File: src/include/csc_pkg.sv
// Constants and types shared by the suspend control logic.
// Assumes one 125 MHz clock and a synchronous, active-low reset.
package csc_pkg;

  // ----------------------------------------------------------------
  // Timing
  // ----------------------------------------------------------------
  localparam int unsigned CLK_PERIOD_NS   = 8;
  localparam int unsigned ENTRY_MIN_CLKS  = 8;   // Request sampled to acknowledge, least
  localparam int unsigned EXIT_PIN_CLKS   = 5;   // Request released to acknowledge off
  localparam int unsigned HALT_ACK_MAX    = 40;  // Halt cycle ready to acknowledge, most
  localparam int unsigned HALT_ACK_CLKS   = 8;   // Delay used, within the maximum
  localparam int unsigned EXIT_HALT_CLKS  = 10;  // Wake interrupt to acknowledge off
  localparam int unsigned TMR_W           = 6;

  localparam logic [TMR_W-1:0] ENTRY_LOAD = TMR_W'(ENTRY_MIN_CLKS - 1);
  localparam logic [TMR_W-1:0] EXITP_LOAD = TMR_W'(EXIT_PIN_CLKS - 1);
  localparam logic [TMR_W-1:0] HALT_LOAD  = TMR_W'(HALT_ACK_CLKS - 1);
  localparam logic [TMR_W-1:0] EXITH_LOAD = TMR_W'(EXIT_HALT_CLKS - 1);

  // ----------------------------------------------------------------
  // Reset values
  // ----------------------------------------------------------------
  localparam logic [TMR_W-1:0] TMR_RST    = 6'h00;
  localparam logic             ACK_N_RST  = 1'b1;

  // ----------------------------------------------------------------
  // Sequencer states
  // ----------------------------------------------------------------
  typedef enum logic [7:0] {
    CSC_RUN   = 8'h01,  // Normal execution
    CSC_DRAIN = 8'h02,  // Finishing instructions and bus cycles
    CSC_GRANT = 8'h04,  // Stop grant bus cycle running
    CSC_ENTER = 8'h08,  // Waiting out the least entry time
    CSC_SLEEP_REQUEST_N  = 8'h10,  // Suspended by request pin
    CSC_EXITP = 8'h20,  // Leaving pin or halt suspend
    CSC_HWAIT = 8'h40,  // Halt seen, acknowledge pending
    CSC_HSUSP = 8'h80   // Suspended by halt
  } csc_state_t;

endpackage : csc_pkg

File: src/logic/csc_timer.sv
// Down counter used for the suspend entry and exit delays.
// Assumes the loader pulses load for one cycle.
`timescale 1ns/100ps
`default_nettype none
module csc_timer (
  input  wire logic                     clk,
  input  wire logic                     nrst,
  input  wire logic                     load,
  input  wire logic [csc_pkg::TMR_W-1:0] load_val,
  output var  logic                     zero
);
  import csc_pkg::*;

  typedef struct packed {
    logic [TMR_W-1:0] cnt;
  } csc_tmr_t;

  csc_tmr_t r_q;
  csc_tmr_t r_d;

  // Load wins, otherwise count down to zero and stop
  always_comb begin
    r_d = r_q;
    if (load) begin
      r_d.cnt = load_val;
    end else if (r_q.cnt != TMR_RST) begin
      r_d.cnt = r_q.cnt - TMR_W'(1);
    end
  end

  // State register
  always_ff @(posedge clk) begin
    if (!nrst) begin
      r_q.cnt <= TMR_RST;
    end else begin
      r_q <= r_d;
    end
  end

  assign zero = (r_q.cnt == TMR_RST);

endmodule : csc_timer
`default_nettype wire

File: src/logic/csc_ctrl.sv
// Suspend mode sequencer: pin and halt initiated suspend, acknowledge timing,
// interrupt latching and bus release answers while suspended.
// Assumes all inputs synchronous to clk; the core reports idle and the chipset reports stop grant done.
//
// Notes on behaviour
// - On request, drain instructions and bus cycles, run stop grant, then acknowledge.
// - Request honoured only while the sleep enable bit is set.
// - Request input sampled on every rising clock edge.
// - Acknowledge comes no sooner than eight clocks after request sampled.
// - At most two more instructions run before acknowledge.
// - Acknowledge drops five clocks after request sampled inactive.
// - Request during hold acknowledge does not enter suspend until hold acknowledge clears.
// - One each of NMI, maskable and management interrupt kept during pin suspend.
// - Bus release, address release, backoff and purge still answered when suspended.
// - Halt enters suspend when the stop-on-idle bit is set.
// - Halt suspend acknowledge within 40 clocks of burst ready for halt cycle.
// - Halt suspend left on NMI, unmasked maskable or management interrupt.
// - Acknowledge drops ten clocks after the waking interrupt is sampled.
// - Clock may stop at either level while suspended; state is kept.
// - With clock stopped nothing is sampled and suspend holds.
`timescale 1ns/100ps
`default_nettype none
module csc_ctrl (
  input  wire logic clk,
  input  wire logic nrst,
  input  wire logic sleep_request_n,
  input  wire logic sleep_enable_bit,
  input  wire logic stop_on_idle_bit,
  input  wire logic core_idle,
  input  wire logic instr_retire,
  input  wire logic stop_grant_done,
  input  wire logic halt_cycle,
  input  wire logic burst_ready_n,
  input  wire logic nmi_request,
  input  wire logic maskable_irq_request,
  input  wire logic irq_enable,
  input  wire logic system_mgmt_irq_n,
  input  wire logic nmi_taken,
  input  wire logic maskable_irq_request_taken,
  input  wire logic smi_taken,
  input  wire logic bus_release_request,
  input  wire logic address_release_request,
  input  wire logic bus_backoff_n,
  input  wire logic cache_purge_n,
  output var  logic sleep_ack_n,
  output var  logic core_hold_issue,
  output var  logic stop_grant_req,
  output var  logic pend_nmi,
  output var  logic pend_maskable_irq_request,
  output var  logic pend_smi,
  output var  logic hold_ack,
  output var  logic addr_release_ack,
  output var  logic backoff_ack,
  output var  logic purge_ack
);
  import csc_pkg::*;

  typedef struct packed {
    csc_state_t st;
    logic       ack_n;
    logic       hold_issue;
    logic       grant_req;
    logic [1:0] retired;
    logic       p_nmi;
    logic       p_maskable_irq_request;
    logic       p_smi;
    logic       h_ack;
    logic       a_ack;
    logic       b_ack;
    logic       f_ack;
  } csc_reg_t;

  csc_reg_t         r_q;
  csc_reg_t         r_d;
  logic             tmr_load;
  logic [TMR_W-1:0] tmr_val;
  logic             tmr_zero;
  logic             take_pin;
  logic             take_halt;
  logic             wake;
  logic             pin_sleep_request_n;

  // ----------------------------------------------------------------
  // Delay timer
  // ----------------------------------------------------------------
  csc_timer u_timer (
    .clk      (clk),
    .nrst     (nrst),
    .load     (tmr_load),
    .load_val (tmr_val),
    .zero     (tmr_zero)
  );

  // ----------------------------------------------------------------
  // Entry and wake conditions
  // ----------------------------------------------------------------
  // Request sampled each edge; held off while bus is granted away
  assign take_pin  = (r_q.st == CSC_RUN) && !sleep_request_n && sleep_enable_bit
                     && !r_q.h_ack;
  assign take_halt = (r_q.st == CSC_RUN) && halt_cycle && !burst_ready_n
                     && stop_on_idle_bit;
  assign wake      = nmi_request || (maskable_irq_request && irq_enable)
                     || !system_mgmt_irq_n;
  assign pin_sleep_request_n  = (r_q.st == CSC_DRAIN) || (r_q.st == CSC_GRANT) || (r_q.st == CSC_ENTER)
                     || (r_q.st == CSC_SLEEP_REQUEST_N) || (r_q.st == CSC_EXITP);

  // ----------------------------------------------------------------
  // Next state
  // ----------------------------------------------------------------
  // Sequencer; all state lives in flops so a stopped clock loses nothing
  always_comb begin
    r_d      = r_q;
    tmr_load = 1'b0;
    tmr_val  = ENTRY_LOAD;
    // Bus release requests answered in every state
    r_d.h_ack = bus_release_request;
    r_d.a_ack = address_release_request;
    r_d.b_ack = !bus_backoff_n;
    r_d.f_ack = !cache_purge_n;
    // One occurrence per interrupt kept; a new one beats the clear
    r_d.p_nmi  = (r_q.p_nmi && !nmi_taken) || (pin_sleep_request_n && nmi_request);
    r_d.p_maskable_irq_request = (r_q.p_maskable_irq_request && !maskable_irq_request_taken) || (pin_sleep_request_n && maskable_irq_request);
    r_d.p_smi  = (r_q.p_smi && !smi_taken) || (pin_sleep_request_n && !system_mgmt_irq_n);
    unique case (r_q.st)
      CSC_RUN: begin
        r_d.retired = 2'h0;
        if (take_pin) begin
          r_d.st         = CSC_DRAIN;
          r_d.hold_issue = 1'b1;
          tmr_load       = 1'b1;
          tmr_val        = ENTRY_LOAD;
        end else if (take_halt) begin
          r_d.st   = CSC_HWAIT;
          tmr_load = 1'b1;
          tmr_val  = HALT_LOAD;
        end
      end
      CSC_DRAIN: begin
        // Count retirements; a third one is never allowed to issue
        if (instr_retire && r_q.retired != 2'h2) begin
          r_d.retired = r_q.retired + 2'h1;
        end
        if (core_idle || r_q.retired == 2'h2) begin
          r_d.st        = CSC_GRANT;
          r_d.grant_req = 1'b1;
        end
      end
      CSC_GRANT: begin
        if (stop_grant_done) begin
          r_d.st        = CSC_ENTER;
          r_d.grant_req = 1'b0;
        end
      end
      CSC_ENTER: begin
        if (tmr_zero) begin
          r_d.st    = CSC_SLEEP_REQUEST_N;
          r_d.ack_n = 1'b0;
        end
      end
      CSC_SLEEP_REQUEST_N: begin
        // Request held low for the whole suspend; release starts exit
        if (sleep_request_n) begin
          r_d.st   = CSC_EXITP;
          tmr_load = 1'b1;
          tmr_val  = EXITP_LOAD;
        end
      end
      CSC_EXITP: begin
        if (tmr_zero) begin
          r_d.st         = CSC_RUN;
          r_d.ack_n      = 1'b1;
          r_d.hold_issue = 1'b0;
        end
      end
      CSC_HWAIT: begin
        if (tmr_zero) begin
          r_d.st    = CSC_HSUSP;
          r_d.ack_n = 1'b0;
        end
      end
      CSC_HSUSP: begin
        if (wake) begin
          r_d.st   = CSC_EXITP;
          tmr_load = 1'b1;
          tmr_val  = EXITH_LOAD;
        end
      end
      default: begin
        r_d.st = CSC_RUN;
      end
    endcase
  end

  // ----------------------------------------------------------------
  // State register
  // ----------------------------------------------------------------
  // Reset to running with acknowledge off
  always_ff @(posedge clk) begin
    if (!nrst) begin
      r_q            <= '0;
      r_q.st         <= CSC_RUN;
      r_q.ack_n      <= ACK_N_RST;
    end else begin
      r_q <= r_d;
    end
  end

  // Outputs straight from flops
  assign sleep_ack_n      = r_q.ack_n;
  assign core_hold_issue  = r_q.hold_issue;
  assign stop_grant_req   = r_q.grant_req;
  assign pend_nmi         = r_q.p_nmi;
  assign pend_maskable_irq_request        = r_q.p_maskable_irq_request;
  assign pend_smi         = r_q.p_smi;
  assign hold_ack         = r_q.h_ack;
  assign addr_release_ack = r_q.a_ack;
  assign backoff_ack      = r_q.b_ack;
  assign purge_ack        = r_q.f_ack;

  // ----------------------------------------------------------------
  // Checks
  // ----------------------------------------------------------------
  entry_min_a: assert property (@(posedge clk) disable iff (!nrst)
    take_pin |=> sleep_ack_n [*8]) else $error("Acknowledge sooner than eight clocks");

  exit_pin_a: assert property (@(posedge clk) disable iff (!nrst)
    (r_q.st == CSC_SLEEP_REQUEST_N && sleep_request_n) |=> !sleep_ack_n [*5] ##1 sleep_ack_n)
    else $error("Pin exit acknowledge not five clocks");

  exit_halt_a: assert property (@(posedge clk) disable iff (!nrst)
    (r_q.st == CSC_HSUSP && wake) |-> ##10 !sleep_ack_n ##1 sleep_ack_n)
    else $error("Halt exit acknowledge not ten clocks");

  halt_entry_a: assert property (@(posedge clk) disable iff (!nrst)
    take_halt |-> ##[1:40] !sleep_ack_n) else $error("Halt acknowledge later than 40 clocks");

  enable_gate_a: assert property (@(posedge clk) disable iff (!nrst)
    (r_q.st == CSC_RUN && !sleep_enable_bit) |=> r_q.st != CSC_DRAIN)
    else $error("Request honoured while disabled");

  ack_source_a: assert property (@(posedge clk) disable iff (!nrst)
    $fell(sleep_ack_n) |-> ($past(r_q.st) == CSC_ENTER || $past(r_q.st) == CSC_HWAIT))
    else $error("Acknowledge without grant or halt");

  pend_keep_a: assert property (@(posedge clk) disable iff (!nrst)
    (pin_sleep_request_n && nmi_request) |=> pend_nmi) else $error("Interrupt lost in suspend");

  release_ans_a: assert property (@(posedge clk) disable iff (!nrst)
    bus_release_request |=> hold_ack) else $error("Bus release not answered");

endmodule : csc_ctrl
`default_nettype wire

File: config.mk
export PLATFORM = sky130hd
export DESIGN_NAME = csc_ctrl
export DESIGN_NICKNAME = d
export VERILOG_FILES = /design/src/include/csc_pkg.sv /design/src/logic/csc_timer.sv /design/src/logic/csc_ctrl.sv
export SDC_FILE = /design/constraint.sdc
export NUM_CORES = 1
export LEC_CHECK = 0
export BUFFER_PORTS_ARGS = -buffer_cell sky130_fd_sc_hd__buf_2
export CAP_MARGIN = 25
export CORE_ASPECT_RATIO = 0.9
export CORE_UTILIZATION = 56
export CTS_BUF_LIST = sky130_fd_sc_hd__clkbuf_4
export CTS_CLUSTER_DIAMETER = 100
export CTS_CLUSTER_SIZE = 28
export DETAILED_ROUTE_END_ITERATION = 10
export PLACE_DENSITY = 0.87
export SLEW_MARGIN = 20
export SYNTH_ARGS = -nofsm -noshare
export SYNTH_HDL_FRONTEND = slang
export SYNTH_SLANG_ARGS = --single-unit
File: constraint.sdc
create_clock -name clk -period 2.4 [get_ports clk]
set_input_delay 0.12 -clock clk [delete_from_list [all_inputs] [get_ports clk]]
set_output_delay 0.12 -clock clk [all_outputs]
set_load 0.005 [all_outputs]
Word-level counts from Yosys, hierarchy flattened
Cells that the tools add are included.
Word-level totals
  word-level logic and storage cells: 108
  register bits: 26
  input port bits: 21
  output and inout port bits: 10
Cells by class
  reduce and logical (&&, ||, !) cells: 45
  mux-type cells: 28
  add/subtract/negate cells: 2
  equality and inequality tests: 20
Operators by type and width (count)
  $pmux W8 S8: 1
  $mux W8: 6
  $mux W9: 2
  $ne A2 B2 Y1 const B: 8
  $logic_and A1 B1 Y1: 14
  $mux W6: 2
  $logic_or A1 B1 Y1: 10
  $mux W10: 1
  $logic_not A1 Y1: 9
  $eq A8 B1 Y1 const B: 1
  $eq A8 B2 Y1 const B: 1
  $eq A8 B3 Y1 const B: 1
  $eq A8 B4 Y1 const B: 1
  $eq A8 B5 Y1 const B: 1
  $eq A8 B6 Y1 const B: 1
  $eq A8 B7 Y1 const B: 1
  $eq A8 B8 Y1 const B: 1
  $pmux W4 S2: 1
  $reduce_and A8 Y1: 1
  $reduce_bool A2 Y1: 4
  $mux W1: 7
  $logic_not A6 Y1: 1
  $pmux W1 S3: 2
  $reduce_and A3 Y1: 2
  13 further kinds: 16

Depth between registers and ports, before layout
  depth after elaboration: 8
  gate-level depth with buffers: 8
  gate-level depth less buffers: 7

By module
Synthesis repeated with hierarchy kept, for this count alone.
Unflattened totals
  cells, all modules: 165
  area total of the unflattened synthesis: 1430.1 um^2
By module, submodules not included
  csc_ctrl: area each 1073.5 um^2, cells each 122, seq. area each 400.4 um^2, instances 1
  csc_timer: area each 356.6 um^2, cells each 43, seq. area each 120.1 um^2, instances 1

Worst setup path after synthesis
OpenSTA, ideal clock, no wires.
  path type: register to register
  start: reg r_q[19] (netlist name)
  end: reg u_timer.r_q[0] (netlist name)
  data required time: 2.281 ns
  buffers on the path: 2
  path slack: 0.659 ns
  clock period less this slack: 1.741 ns
  library setup time: 0.119 ns
  arrival time: 1.622 ns
  stages on the path, launching flop included: 8
  cells stage by stage: dfxtp_1 > buf_6 > nor4_4 > and4b_1 > buf_6 > a21o_4 > o31ai_2 > o221a_1
Between the ends
  longest elaborated chain between the ends: 8
  elaborated cells on any way between the ends: 15
  those cells by class: 3 x eq/ne; 5 x mux; 7 x reduce/logical
Ends and longest elaborated chain
  start: declaration: RTL line csc_ctrl.sv:73  | csc_reg_t r_q;
  start signal: assignment: RTL line csc_ctrl.sv:204  | r_q <= r_d;
  $eq A8 B1 Y1: RTL line csc_ctrl.sv:98, csc_ctrl.sv:100, csc_ctrl.sv:124
  $logic_and A1 B1 Y1 (2 in series): RTL line csc_ctrl.sv:100  | assign take_halt = (r_q.st == CSC_RUN) && halt_cycle && !burst_ready_n
  $logic_and A1 B1 Y1: RTL line csc_ctrl.sv:101  | && stop_on_idle_bit;
  $mux W1: RTL line csc_ctrl.sv:132  | end else if (take_halt) begin
  $mux W1: RTL line csc_ctrl.sv:127  | if (take_pin) begin
  $pmux W1 S3: RTL line csc_ctrl.sv:124  | unique case (r_q.st)
  $mux W6 / $reduce_bool A2 Y1 (equally long branches)
  end signal: assignment: RTL line csc_timer.sv:36  | r_q <= r_d;
  end: declaration: RTL line csc_timer.sv:18  | csc_tmr_t r_q;
Several ways; a longest one is shown, not always the timed one.
A chain may end at the register's enable or synchronous reset.

Final worst setup path
  start: reg r_q, in the netlist hold_ack
  end: reg u_timer.r_q[0] (netlist name)
Between the ends
  longest elaborated chain between the ends: 5
  elaborated cells on any way between the ends: 6
  those cells by class: 3 x mux; 3 x reduce/logical
Ends and longest elaborated chain
  $logic_not A1 Y1 *: RTL line csc_ctrl.sv:99  | && !r_q.h_ack;
  $logic_and A1 B1 Y1 *: RTL line csc_ctrl.sv:99
  $mux W1 *: RTL line csc_ctrl.sv:127
  $pmux W1 S3 *: RTL line csc_ctrl.sv:124
  $mux W6 / $reduce_bool A2 Y1 (equally long branches)
Every way passes the cells marked *; elsewhere a longest branch is shown, timed or not.

==> flow_summary_export.csv <==
group,metric,value,unit
status,status,"finished clean",
critical_path,worstPathArrival,2.33,ns
synth,synth_cell_types,46,
drt,vias_per_cell,6.17,
finish,syn2layout_area_growth,13.1,%
cts,numCtsBuffers,3,
die,start_util,59.1,%
worst_hold_path,hold_end,"pend_maskable_irq_request$_SDFF_PN0_",
cts,clkSinkCount,26,
synth,synth_edf_count,0,
timing,clock.fmax,485,MHz
pwr,p_leak,0.716,nW
global_route,grt_pass1_wl,5710,um
placement,placed_cells,216,
worst_hold_path,hold_path.class,"in -> reg",
finish,antenna_cells,0,
synth,yosysWarnings,0,
critical_path,cp-start-kind,"flip-flop",
timing,tns,0,ns
global_route,gr-usage-all-layers,26.5,%
synth,synth.area.mux_share,0,%
synth,syn_inst,166,
drt,route.detailed.wl_per_inst,15.6,um
synth,ys.flop_type,"dfxtp_1",
critical_path,timing.rr.start,"hold_ack$_SDFF_PN0_",
timing,period_minus_slack,2.06,ns
critical_path,reg2regPathDepth,5,
synth,synth_seq_area_share,35.7,%
global_route,grt_pass1_vias,1316,
timing,drv_slew,0,
synth,synth-simple-area-share,33.1,%
die,die_area,2810,um^2
drt,first_iter_violations,42,
global_route,antenna_found_initial,0,
synth,synth_top_family_by_area,"simple AND/OR/NAND/NOR gates",
timing,setup_violations,0,
critical_path,worst_setup_path_end_kind,"flip-flop",
die,floorplan.core_area,2470,um^2
critical_path,crit_required,2.67,ns
synth,synth-xor-area-share,4.81,%
drt,dr.pass1.iters,4,
timing,hold_viol,0,
critical_path,cp_max_fo,5,
finish,fin_util,66.8,%
critical_path,reg2reg_slack,0.34,ns
synth,synth-seq-cells,26,
drt,ant_nets,0,
cts,clock_path_buffers,2,
die,fp.dieW,55.8,um
drt,drt-total-wl,3470,um
finish,drive_gt1_share,25.1,%
die,ioPinCount,31,
timing,rsz0062_at_grt,"no",
global_route,overflow,0,
pwr,ir_drop,607,uV
die,rows,17,
cts,tritoncts,"built",
worst_hold_path,hold_depth,3,
placement,port_buffers,30,
finish,final_cells,223,
timing,finalCritPeriodShare,85.9,%
cts,ctsHtreeMaxLevel,1,
global_route,grt_start_max_net_pins,16,
finish,final_cell_area,1650,um^2
timing,worst_slew_pin_slew,0.677,ns
run,maxCapViolations,0,
pwr,p_per_area,792,nW/um^2
cts,root_buffer,"clkbuf_4",
finish,finalNetCount,220,
timing,fin_worst_skew,0.00129,ns
die,fp.dieH,50.4,um
cts,path_clk_slew,0.13,ns
critical_path,r2r-end,"u_timer.r_q[0]$_SDFFE_PN0P_",
drt,route.vias.total,1377,
timing,max_slew_margin,54.2,%
synth,synth_area_per_cell,8.78,um^2
drt,drc,0,
placement,gp_congestion,0.933,
critical_path,path_class,"reg -> reg",
synth,synthAdderAreaFrac,1.72,%
placement,placed_cell_area,1590,um^2
synth,synth-compound-area-share,18.5,%
cts,clock_latency,0.32,ns
synth,synthArstFlopShare,0,%
placement,place_hpwl,2620,um
synth,synth_area,1460,um^2
worst_hold_path,min-delay-start,"maskable_irq_request",
synth,syn_nets,189,
Yosys cell counts, types with 3 or more instances:
cell type	count	area [um^2]
nand4b_1	5	43.8
o211a_1	3	30.0
clkbuf_1	3	11.3
or2_2	4	25.0
dfxtp_1	26	521
nand2_1	11	41.3
nor3_1	4	20.0
buf_4	3	22.5
nor2_1	17	63.8
nor2b_1	5	31.3
nand3_1	9	45.0
a21oi_1	14	70.1
inv_1	9	33.8
xor2_1	6	52.6
nand2b_1	3	18.8
state kept, by name (all words and copies together), names as in the netlist:
name and count:
addr_release_ack 1, backoff_ack 1, core_hold_issue 1, hold_ack 1, pend_maskable_irq_request 1, pend_nmi 1, pend_smi 1, purge_ack 1
r_q 10, sleep_ack_n 1, stop_grant_req 1, u_timer.r_q 6
power by group:
| group | internal [mW] | switching, mW | total, mW |
|---|---|---|---|
| clock | 0.0589 | 0.126 | 0.185 |
| combinational | 0.245 | 0.310 | 0.555 |
| sequential | 0.491 | 0.0753 | 0.567 |
| total | 0.795 | 0.511 | 1.31 |
layout make-up:
type / instances / area (um^2)
Clock buffer: 3 / 22.5
Fill cell: 202 / 818
Inverter: 9 / 33.8
Multi-Input combinational cell: 123 / 847
Sequential cell: 26 / 520
Tap cell: 28 / 35.0
Timing Repair Buffer: 34 / 190
critical path: stages (launching register included):
cell,delay (ns)
dfxtp_1,0.34
nor3b_1,0.50
a31oi_1,0.23
a21o_4,0.30
o31ai_2,0.38
o221a_1,0.26
routing by layer:
layer,wire length (um),GRT usage [%],up-vias,share of wire (%)
met2,1670,47.6,60,48
met1,1510,30.8,646,43
met4,92,10.0,0,2.7
met5,0,0,-,0
li1,-,-,657,-
met3,195,5.93,14,5.6
worst max-delay path by stage:
stage | start | to | depth (start not counted)
final | hold_ack$_SDFF_PN0_ | u_timer.r_q[0]$_SDFFE_PN0P_ | 5
after global routing | hold_ack$_SDFF_PN0_ | u_timer.r_q[0]$_SDFFE_PN0P_ | 5
after CTS | hold_ack$_SDFF_PN0_ | u_timer.r_q[2]$_SDFFE_PN0P_ | 5
after detailed placement | r_q[19]$_SDFFE_PN0P_ | u_timer.r_q[0]$_SDFFE_PN0P_ | 5
after global placement | hold_ack$_SDFF_PN0_ | u_timer.r_q[2]$_SDFFE_PN0P_ | 5
after floorplan | r_q[19]$_SDFFE_PN0P_ | u_timer.r_q[0]$_SDFFE_PN0P_ | 7
cell usage in the layout, fill, tap and decap left out, drive strengths merged, types with 3 or more instances in the layout:
master       Yosys  layout
xor2             6       6
o211a            3       3
o31ai            3       3
nand2b           3       3
buf              5      30
or2              4       4
dlygate4sd3      0       4
dfxtp           26      26
nor2b            5       5
nand2           11      11
clkbuf           3       3
a21oi           14      14
nand4b           5       5
nor4             3       3
nand3            9       9
inv              9       9
nor3             6       6
nor2            17      17
o211ai           3       3
stage by stage:
stage | hold slack [ns] | setup WS [ns] | total power [mW]
finish | 0.0367 | 0.339 | 1.31
global route | 0.0263 | 0.266 | 1.39
CTS | 0.0340 | 0.398 | 1.30
detailed placement | 0.279 | 0.427 | 1.11
global placement | 0.278 | 0.491 | 1.09
floorplan | 0.192 | 0.659 | 1.03
cell families (layout without fill, tap and decap cells):
| family | count (synthesis) | in the layout |
|---|---|---|
| simple gates | 78 | 78 |
| compound gates | 35 | 35 |
| flops | 26 | 26 |
| buf+inv | 17 | 46 |
| xor+xnor | 8 | 8 |
| fa+ha+maj | 2 | 2 |
what timing repair did:
item / 4_1_cts / 5_1_grt
buffers inserted: 0 / 0
hold buffers: 4 / 0
endpoints found under the setup margin: 0 / 0
hold endpoints to repair: 4 / 0
resized for setup: 0 / 0
Note: power is estimated with default switching activity, not from simulation.
